$ cat src/design/phm_pkg.sv
////////////////////////////////////////////////////////////////////////////////
// Shared constants of the health monitor and discharge counter block
////////////////////////////////////////////////////////////////////////////////
package phm_pkg;

    // Register addresses
    localparam logic [15:0] ADDR_INT_ONE = 16'h0012;
    localparam logic [15:0] ADDR_INT_TWO = 16'h0013;
    localparam logic [15:0] ADDR_DISCHARGE = 16'h0448;
    localparam logic [15:0] ADDR_CYCLE_CFG = 16'h0480;
    localparam logic [15:0] ADDR_PERIODIC_CTL = 16'h0481;
    localparam logic [15:0] ADDR_THRESH_CFG = 16'h0482;
    localparam logic [15:0] ADDR_TEMP_READ = 16'h0483;
    localparam logic [15:0] ADDR_VOLT_READ = 16'h0484;

    // Values after reset
    localparam logic [15:0] RST_CYCLE_CFG = 16'h0002;
    localparam logic [15:0] RST_PERIODIC_CTL = 16'h0003;
    localparam logic [15:0] RST_THRESH_CFG = 16'h0000;
    localparam logic [7:0] RST_INT_EN = 8'h00;

    // Field positions
    localparam int CYCLE_LSB = 0;
    localparam int PERIODIC_VOLT_BIT = 0;
    localparam int PERIODIC_TEMP_BIT = 1;
    localparam int TEMP_TRIP_LSB = 0;
    localparam int VOLT_TRIP_LSB = 12;
    localparam int EN_DISCHARGE_BIT = 3;
    localparam int EN_OVERTEMP_BIT = 3;
    localparam int EN_OVERVOLT_BIT = 6;
    localparam int EN_UNDERVOLT_BIT = 7;
    localparam int ST_DISCHARGE_BIT = 11;
    localparam int ST_OVERTEMP_BIT = 11;
    localparam int ST_OVERVOLT_BIT = 14;
    localparam int ST_UNDERVOLT_BIT = 15;
    localparam int IO_RANGE_LSB = 0;
    localparam int CORE_RANGE_LSB = 8;
    localparam int MAC_COUNT_LSB = 8;
    localparam int LINE_COUNT_LSB = 0;

    // Field widths
    localparam int RANGE_W = 3;
    localparam int COUNT_W = 6;

    // Timing: one cycle-time step is 16 ms
    localparam int CLK_PERIOD_NS = 10;
    localparam int STEP_TIME_MS = 16;
    localparam int STEP_CYCLES = STEP_TIME_MS * 1000000 / CLK_PERIOD_NS;

endpackage

$ cat src/design/phm_monitor.sv
// Behaviour
// - Voltage monitor samples periodically, default 32 ms
// - Cycle time from 4-bit field, bits 3:0
// - Periodic control register stops periodic monitoring
// - Temperature monitor shares cycle and default
// - Voltage readout updated each voltage cycle
// - Temperature range code updated each cycle
// - Enable bits for undervoltage and overvoltage interrupts
// - Threshold register sets voltage trip points
// - Low four bits set overtemperature threshold
// - Enabled overtemperature drives interrupt pin
// - Two discharge counters, MAC and line side
// - Discharge sensors always run, unconfigured
// - Counts cleared only by power-up reset
// - Counts at bits 13:8 and 5:0
// - Discharge interrupt enable bit 3
`timescale 1ns/1ps
module phm_monitor
#(
    parameter int STEP_CYCLES = phm_pkg::STEP_CYCLES
)
(
    // Clock and power-up reset
    input wire logic CLK,
    input wire logic NRST,
    // Register port
    input wire logic [15:0] REG_ADDR,
    input wire logic [15:0] REG_WDATA,
    input wire logic REG_WR,
    input wire logic REG_RD,
    output logic [15:0] REG_RDATA,
    output logic REG_RVALID,
    // Analog sensor side
    input wire logic [2:0] TEMP_RANGE,
    input wire logic [2:0] IO_RANGE,
    input wire logic [2:0] CORE_RANGE,
    input wire logic UNDERVOLT,
    input wire logic OVERVOLT,
    input wire logic OVERTEMP,
    output logic [3:0] VOLT_TRIP,
    output logic [3:0] TEMP_TRIP,
    output logic VOLT_SAMPLE,
    output logic TEMP_SAMPLE,
    // Discharge event pulses
    input wire logic ESD_MAC_EVENT,
    input wire logic ESD_LINE_EVENT,
    // Interrupt pin
    output logic INT_N
);

    ////////////////////////////////////////////////////////////////////////////
    // Register storage
    ////////////////////////////////////////////////////////////////////////////
    logic [15:0] cycle_cfg;
    logic [15:0] periodic_ctl;
    logic [15:0] thresh_cfg;
    logic [7:0] int_en_one;
    logic [7:0] int_en_two;
    logic [2:0] temp_read;
    logic [2:0] io_read;
    logic [2:0] core_read;
    logic st_discharge;
    logic st_overtemp;
    logic st_overvolt;
    logic st_undervolt;
    logic [5:0] esd_count [2];
    logic [1:0] esd_event;
    logic [3:0] cycle_code;
    logic volt_on;
    logic temp_on;
    logic [31:0] step_cnt;
    logic [3:0] step_num;
    logic step_done;
    logic period_end;
    logic volt_tick;
    logic temp_tick;
    logic wr_cycle;
    logic rd_int_one;
    logic rd_int_two;

    assign cycle_code = cycle_cfg[phm_pkg::CYCLE_LSB +: 4];
    assign volt_on = periodic_ctl[phm_pkg::PERIODIC_VOLT_BIT];
    assign temp_on = periodic_ctl[phm_pkg::PERIODIC_TEMP_BIT];
    assign wr_cycle = REG_WR && (REG_ADDR == phm_pkg::ADDR_CYCLE_CFG);
    assign rd_int_one = REG_RD && (REG_ADDR == phm_pkg::ADDR_INT_ONE);
    assign rd_int_two = REG_RD && (REG_ADDR == phm_pkg::ADDR_INT_TWO);
    assign esd_event = {ESD_MAC_EVENT, ESD_LINE_EVENT};

    ////////////////////////////////////////////////////////////////////////////
    // Configuration registers
    ////////////////////////////////////////////////////////////////////////////
    always_ff @(posedge CLK or negedge NRST)
    begin
        if (!NRST)
        begin
            cycle_cfg <= phm_pkg::RST_CYCLE_CFG;
            periodic_ctl <= phm_pkg::RST_PERIODIC_CTL;
            thresh_cfg <= phm_pkg::RST_THRESH_CFG;
            int_en_one <= phm_pkg::RST_INT_EN;
            int_en_two <= phm_pkg::RST_INT_EN;
        end
        else if (REG_WR)
        begin
            case (REG_ADDR)
                phm_pkg::ADDR_CYCLE_CFG: cycle_cfg <= REG_WDATA;
                phm_pkg::ADDR_PERIODIC_CTL: periodic_ctl <= REG_WDATA;
                phm_pkg::ADDR_THRESH_CFG: thresh_cfg <= REG_WDATA;
                phm_pkg::ADDR_INT_ONE: int_en_one <= REG_WDATA[7:0];
                phm_pkg::ADDR_INT_TWO: int_en_two <= REG_WDATA[7:0];
                default:
                begin
                end
            endcase
        end
    end

    // Trip levels reach the analog comparators through one register stage
    always_ff @(posedge CLK or negedge NRST)
    begin
        if (!NRST)
        begin
            VOLT_TRIP <= 4'h0;
            TEMP_TRIP <= 4'h0;
        end
        else
        begin
            VOLT_TRIP <= thresh_cfg[phm_pkg::VOLT_TRIP_LSB +: 4];
            TEMP_TRIP <= thresh_cfg[phm_pkg::TEMP_TRIP_LSB +: 4];
        end
    end

    ////////////////////////////////////////////////////////////////////////////
    // Monitor cycle timer
    ////////////////////////////////////////////////////////////////////////////
    assign step_done = (step_cnt == 32'(STEP_CYCLES - 1));
    assign period_end = step_done && (step_num == cycle_code);

    // Code zero is illegal; the timer then idles instead of spinning
    always_ff @(posedge CLK or negedge NRST)
    begin
        if (!NRST)
        begin
            step_cnt <= 32'h0000_0000;
            step_num <= 4'h1;
        end
        else if (wr_cycle || !(volt_on || temp_on) || cycle_code == 4'h0)
        begin
            step_cnt <= 32'h0000_0000;
            step_num <= 4'h1;
        end
        else if (step_done)
        begin
            step_cnt <= 32'h0000_0000;
            step_num <= period_end ? 4'h1 : step_num + 4'h1;
        end
        else
        begin
            step_cnt <= step_cnt + 32'h0000_0001;
        end
    end

    assign volt_tick = period_end && volt_on && !wr_cycle;
    assign temp_tick = period_end && temp_on && !wr_cycle;

    always_ff @(posedge CLK or negedge NRST)
    begin
        if (!NRST)
        begin
            VOLT_SAMPLE <= 1'b0;
            TEMP_SAMPLE <= 1'b0;
        end
        else
        begin
            VOLT_SAMPLE <= volt_tick;
            TEMP_SAMPLE <= temp_tick;
        end
    end

    ////////////////////////////////////////////////////////////////////////////
    // Readouts
    ////////////////////////////////////////////////////////////////////////////
    always_ff @(posedge CLK or negedge NRST)
    begin
        if (!NRST)
        begin
            io_read <= 3'h0;
            core_read <= 3'h0;
        end
        else if (volt_tick)
        begin
            io_read <= IO_RANGE;
            core_read <= CORE_RANGE;
        end
    end

    always_ff @(posedge CLK or negedge NRST)
    begin
        if (!NRST)
        begin
            temp_read <= 3'h0;
        end
        else if (temp_tick)
        begin
            temp_read <= TEMP_RANGE;
        end
    end

    ////////////////////////////////////////////////////////////////////////////
    // Discharge counters, saturating, cleared by power-up only
    ////////////////////////////////////////////////////////////////////////////
    generate
        for (genvar g = 0; g < 2; g++)
        begin : gen_esd
            always_ff @(posedge CLK or negedge NRST)
            begin
                if (!NRST)
                begin
                    esd_count[g] <= 6'h00;
                end
                else if (esd_event[g] && esd_count[g] != 6'h3F)
                begin
                    esd_count[g] <= esd_count[g] + 6'h01;
                end
            end
        end
    endgenerate

    ////////////////////////////////////////////////////////////////////////////
    // Sticky status: read clears, a new event in the same cycle wins
    ////////////////////////////////////////////////////////////////////////////
    always_ff @(posedge CLK or negedge NRST)
    begin
        if (!NRST)
        begin
            st_discharge <= 1'b0;
        end
        else if (|esd_event)
        begin
            st_discharge <= 1'b1;
        end
        else if (rd_int_one)
        begin
            st_discharge <= 1'b0;
        end
    end

    always_ff @(posedge CLK or negedge NRST)
    begin
        if (!NRST)
        begin
            st_overtemp <= 1'b0;
        end
        else if (temp_tick && OVERTEMP)
        begin
            st_overtemp <= 1'b1;
        end
        else if (rd_int_two)
        begin
            st_overtemp <= 1'b0;
        end
    end

    always_ff @(posedge CLK or negedge NRST)
    begin
        if (!NRST)
        begin
            st_overvolt <= 1'b0;
            st_undervolt <= 1'b0;
        end
        else
        begin
            if (volt_tick && OVERVOLT)
            begin
                st_overvolt <= 1'b1;
            end
            else if (rd_int_two)
            begin
                st_overvolt <= 1'b0;
            end
            if (volt_tick && UNDERVOLT)
            begin
                st_undervolt <= 1'b1;
            end
            else if (rd_int_two)
            begin
                st_undervolt <= 1'b0;
            end
        end
    end

    // Pin low while any enabled status is pending
    always_ff @(posedge CLK or negedge NRST)
    begin
        if (!NRST)
        begin
            INT_N <= 1'b1;
        end
        else
        begin
            INT_N <= !((st_discharge && int_en_one[phm_pkg::EN_DISCHARGE_BIT])
                || (st_overtemp && int_en_two[phm_pkg::EN_OVERTEMP_BIT])
                || (st_overvolt && int_en_two[phm_pkg::EN_OVERVOLT_BIT])
                || (st_undervolt && int_en_two[phm_pkg::EN_UNDERVOLT_BIT]));
        end
    end

    ////////////////////////////////////////////////////////////////////////////
    // Read path
    ////////////////////////////////////////////////////////////////////////////
    always_ff @(posedge CLK or negedge NRST)
    begin
        if (!NRST)
        begin
            REG_RDATA <= 16'h0000;
            REG_RVALID <= 1'b0;
        end
        else
        begin
            REG_RVALID <= REG_RD;
            REG_RDATA <= 16'h0000;
            if (REG_RD)
            begin
                case (REG_ADDR)
                    phm_pkg::ADDR_INT_ONE:
                    begin
                        REG_RDATA[7:0] <= int_en_one;
                        REG_RDATA[phm_pkg::ST_DISCHARGE_BIT] <= st_discharge;
                    end
                    phm_pkg::ADDR_INT_TWO:
                    begin
                        REG_RDATA[7:0] <= int_en_two;
                        REG_RDATA[phm_pkg::ST_OVERTEMP_BIT] <= st_overtemp;
                        REG_RDATA[phm_pkg::ST_OVERVOLT_BIT] <= st_overvolt;
                        REG_RDATA[phm_pkg::ST_UNDERVOLT_BIT] <= st_undervolt;
                    end
                    phm_pkg::ADDR_DISCHARGE:
                    begin
                        REG_RDATA[phm_pkg::MAC_COUNT_LSB +: 6] <= esd_count[1];
                        REG_RDATA[phm_pkg::LINE_COUNT_LSB +: 6] <= esd_count[0];
                    end
                    phm_pkg::ADDR_CYCLE_CFG: REG_RDATA <= cycle_cfg;
                    phm_pkg::ADDR_PERIODIC_CTL: REG_RDATA <= periodic_ctl;
                    phm_pkg::ADDR_THRESH_CFG: REG_RDATA <= thresh_cfg;
                    phm_pkg::ADDR_TEMP_READ:
                    begin
                        REG_RDATA[2:0] <= temp_read;
                    end
                    phm_pkg::ADDR_VOLT_READ:
                    begin
                        REG_RDATA[phm_pkg::IO_RANGE_LSB +: 3] <= io_read;
                        REG_RDATA[phm_pkg::CORE_RANGE_LSB +: 3] <= core_read;
                    end
                    default: REG_RDATA <= 16'h0000;
                endcase
            end
        end
    end

endmodule

$ cat config.mk
export PLATFORM = sky130hd
export DESIGN_NAME = phm_monitor
export DESIGN_NICKNAME = d
export VERILOG_FILES = /design/src/design/phm_pkg.sv /design/src/design/phm_monitor.sv
export SDC_FILE = /design/constraint.sdc
export NUM_CORES = 1
export LEC_CHECK = 0
export BUFFER_PORTS_ARGS = -buffer_cell sky130_fd_sc_hd__buf_2
export CORE_UTILIZATION = 30
export DETAILED_ROUTE_END_ITERATION = 16
export PLACE_DENSITY_LB_ADDON = 0.1
export SYNTH_ARGS = -nofsm -noshare
export SYNTH_HDL_FRONTEND = slang
export SYNTH_SLANG_ARGS = --single-unit
$ cat constraint.sdc
create_clock -name CLK -period 3.4 [get_ports CLK]
set_input_delay 1.02 -clock CLK [delete_from_list [all_inputs] [get_ports CLK]]
set_output_delay 1.02 -clock CLK [all_outputs]
set_load 0.02 [all_outputs]
==> results.yml <==
critical_path:
  cp.arrival_ps: 3110
  reg2reg_to: "st_undervolt$_DFFE_PN0P_"
  path_cells: "buf_2 -> nor4_1 -> nand4b_2 -> or3_1 -> buf_4 -> nand3_1 -> buf_4 -> nor2_1"
  slowest_delay_ps: 540
  start_kind: "input pin"
  rr_startpoint: "step_cnt[22]$_DFF_PN0_"
  crit_type: "input pin to flip-flop"
  crit_top_cell: "buf_4"
  critPathTopFamily: "simple AND/OR/NAND/NOR gates"
  r2r_cells: 5
  worst_path_max_delay_cell: "nor4_1"
  critPathRequiredTime_ps: 3700
  path_buf_inv: 3
  reg2reg_setup_slack_ps: 830
  cp_max_fo: 31
  end_kind: "flip-flop"
logic_synthesis:
  synth_cells: 598
  synth-seq-cells: 153
  yosys.area_share.adder: 0.00722
  ys_seq_area_frac: 0.553
  yosysTopAreaCellShare: 0.534
  yosysWarnings: 0
  synth_edf_count: 0
  muxShareOfSynthArea: 0.129
  yosysTopAreaCell: "dfrtp_1"
  synth_area_leaders: "dfrtp_1 (53%), mux2_2 (11%), nand2_1 (4.6%)"
  synthFlopType: "dfrtp_1"
  synth_xor_area_frac: 0.0556
  synth_nets: 652
  synthArstFlopShare: 1.00
  postSynthAreaPerCell_sq_um: 11.6
  syn_area_sq_mm: 0.00693
  synth_compound_area_frac: 0.0671
  synth_top_family_by_area: "simple AND/OR/NAND/NOR gates"
  synthSimpleGateAreaFrac: 0.170
  synth_cell_types: 55
route:
  vias_per_cell: 4.96
  wirelength_um: 17900
  drc_errors: 0
  final_antenna_net_count: 0
  wl_per_cell_um: 18.0
  vias: 4950
  drt-initial-drc-count: 284
  drt_pass1_iterations: 4
placed_design:
  portBuffers: 77
  dp_hpwl_um: 12400
  post-place-ws_ps: 99.3
  gp_congestion: 0.761
global_routing:
  overflow: 0
  grt_first_pass_wirelength_um: 29100
  grt_pass1_vias: 5152
  grt_start_max_net_pins: 57
  antenna_found_initial: 0
  grt_usage: 0.162
pwr:
  total_power_mw: 4.13
  power_leakage_nw: 3.88
  power.density_mw_per_mm2: 493
  peakVddDrop_uv: 233
floorplanning:
  die_x_um: 154
  die_y_um: 154
  core_area_sq_mm: 0.0226
  io_pins: 78
  initial_utilization: 0.306
  num_rows: 55
  die_area_sq_mm: 0.0237
sta:
  period_share: 0.827
  setup_slack_ps: 589
  slew_violations: 0
  grt_setup_unrepaired: "false"
  tns_ps: 0
  relSlewSlack: 0.394
  setup-violations-final: 0
  hold_violations: 0
  worst_clock_skew_ps: 10.7
  worstMarginPinSlew_ps: 902
  max_freq_mhz: 356
  finalCriticalPeriod_ps: 2810
cts:
  ctsHoldBuffers: 0
  post_cts_buffers: 0
  cts_resized: 0
  clk_path_buf_depth: 2
  cts.reportedPaths.clkPinSlew_ps: 60
  htree_num_levels: 4
  cts_buffers: 17
  insertion_delay_ps: 420
  root_buffer: "clkbuf_16"
  tritoncts: "done"
  clock_sinks: 153
outcome:
  status: "finished clean"
finish:
  area_delta_synth_final_pct: 20.7
  final_core_util: 0.369
  diodes: 0
  final_net_count: 754
  drive_above_1_share: 0.312
hold_path:
  hold_start: "thresh_cfg[13]$_DFFE_PN0P_"
  hold_end: "VOLT_TRIP[1]$_DFF_PN0_"
  min_path_cells: 0
  hold_path_class: "flip-flop to flip-flop"
run:
  maxCapViolations: 0
-- state kept, by name, summed over array words and instances (netlist names), 3 cells and up --
| register | flops |
|---|---|
| TEMP_TRIP | 4 |
| cycle_cfg | 16 |
| step_num | 4 |
| VOLT_TRIP | 4 |
| REG_RDATA | 16 |
| periodic_ctl | 16 |
| temp_read | 3 |
| int_en_one | 8 |
| esd_count | 12 |
| thresh_cfg | 16 |
| int_en_two | 8 |
| io_read | 3 |
| core_read | 3 |
| step_cnt | 32 |
-- cells by family after synthesis --
group / after synthesis
XOR/XNOR: 44
buffers and inverters: 25
AND/OR/NAND/NOR: 229
flip-flops: 153
multiplexers: 77
adder cells (fa/ha/maj): 4
AO/OA/AOI/OAI: 66
-- stage by stage --
step / std cells / area [sq um] / hold WS [ps]
after floorplan: 598 / 6930 / 366
after global placement: 966 / 7780 / 393
after detailed placement: 966 / 7780 / 391
after CTS: 997 / 8360 / 409
after global routing: 997 / 8360 / 422
final: 997 / 8360 / 402
-- cell type report --
class                      count  area (sq um)
timing repair buffer         103           599
clock buffer                  21           460
clock inverter                10           120
multi-input combinational    420          2970
tap                          285           357
inverter                       5          18.8
fill                        2198         14300
sequential                   153          3830
-- report_power, final --
group	switching (mW)	internal [mW]
Combinational	0.136	0.117
Clock	0.765	1.12
Sequential	0.0925	1.90
Total	0.994	3.13
-- placed cells by master (no fill, tap or decap), drive strengths merged, types with 3 or more instances in the layout --
master,count
a21boi,6
a21oi,11
a222oi,3
a22o,11
a22oi,17
and2,3
and3,6
and4,4
buf,103
clkbuf,21
clkinvlp,5
dfrtp,148
dfstp,5
ha,4
inv,6
mux2,68
mux2i,6
mux4,3
nand2,85
nand3,20
nand3b,4
nand4,16
nor2,53
nor2b,3
nor3,7
nor4,12
o21ai,10
xnor2,18
xor2,26
-- Yosys cell counts (2+ instances only) --
cell type	count
nand4_2	3
a21boi_0	6
nand3b_1	4
mux2i_1	6
or2_2	2
a22oi_1	17
nor3_2	2
inv_1	5
or4_1	2
xnor2_1	18
a222oi_1	3
dfrtp_1	148
nand4_1	13
or3_1	2
and3_1	6
nor2_1	52
nor4_2	2
mux2_2	68
nor3_1	5
buf_4	5
dfstp_2	5
clkbuf_1	10
and2_1	3
ha_1	4
and4_1	4
nor4_4	2
o31ai_1	2
nor4_1	8
nor2b_1	3
buf_1	2
buf_2	2
nor4b_1	2
a22o_1	11
nand3_1	20
xor2_1	26
nand2_1	85
o21ai_0	10
a21oi_1	11
mux4_2	3
-- how the worst max path moves through the flow --
stage	endpoint	cells after the start	startpoint	slack, ps
CTS	step_cnt[19]$_DFF_PN0_	8	REG_ADDR[13]	550
floorplan	thresh_cfg[0]$_DFFE_PN0P_	7	REG_ADDR[5]	400
global route	step_cnt[19]$_DFF_PN0_	8	REG_ADDR[13]	340
detailed placement	step_cnt[5]$_DFF_PN0_	8	REG_ADDR[13]	100
finish	step_cnt[5]$_DFF_PN0_	8	REG_ADDR[13]	590
global placement	step_cnt[25]$_DFF_PN0_	8	REG_ADDR[5]	190
-- per-layer routing --
metal / track usage / wire length, um / part of all wire / vias to the layer above
met1: 0.217 / 8520 / 0.48 / 2505
met3: 0.0316 / 713 / 0.040 / 20
li1: - / - / - / 2333
met5: 0 / 0 / 0 / -
met2: 0.261 / 8440 / 0.47 / 92
met4: 0.0571 / 237 / 0.013 / 0
Power figures use the tool's default switching activity.
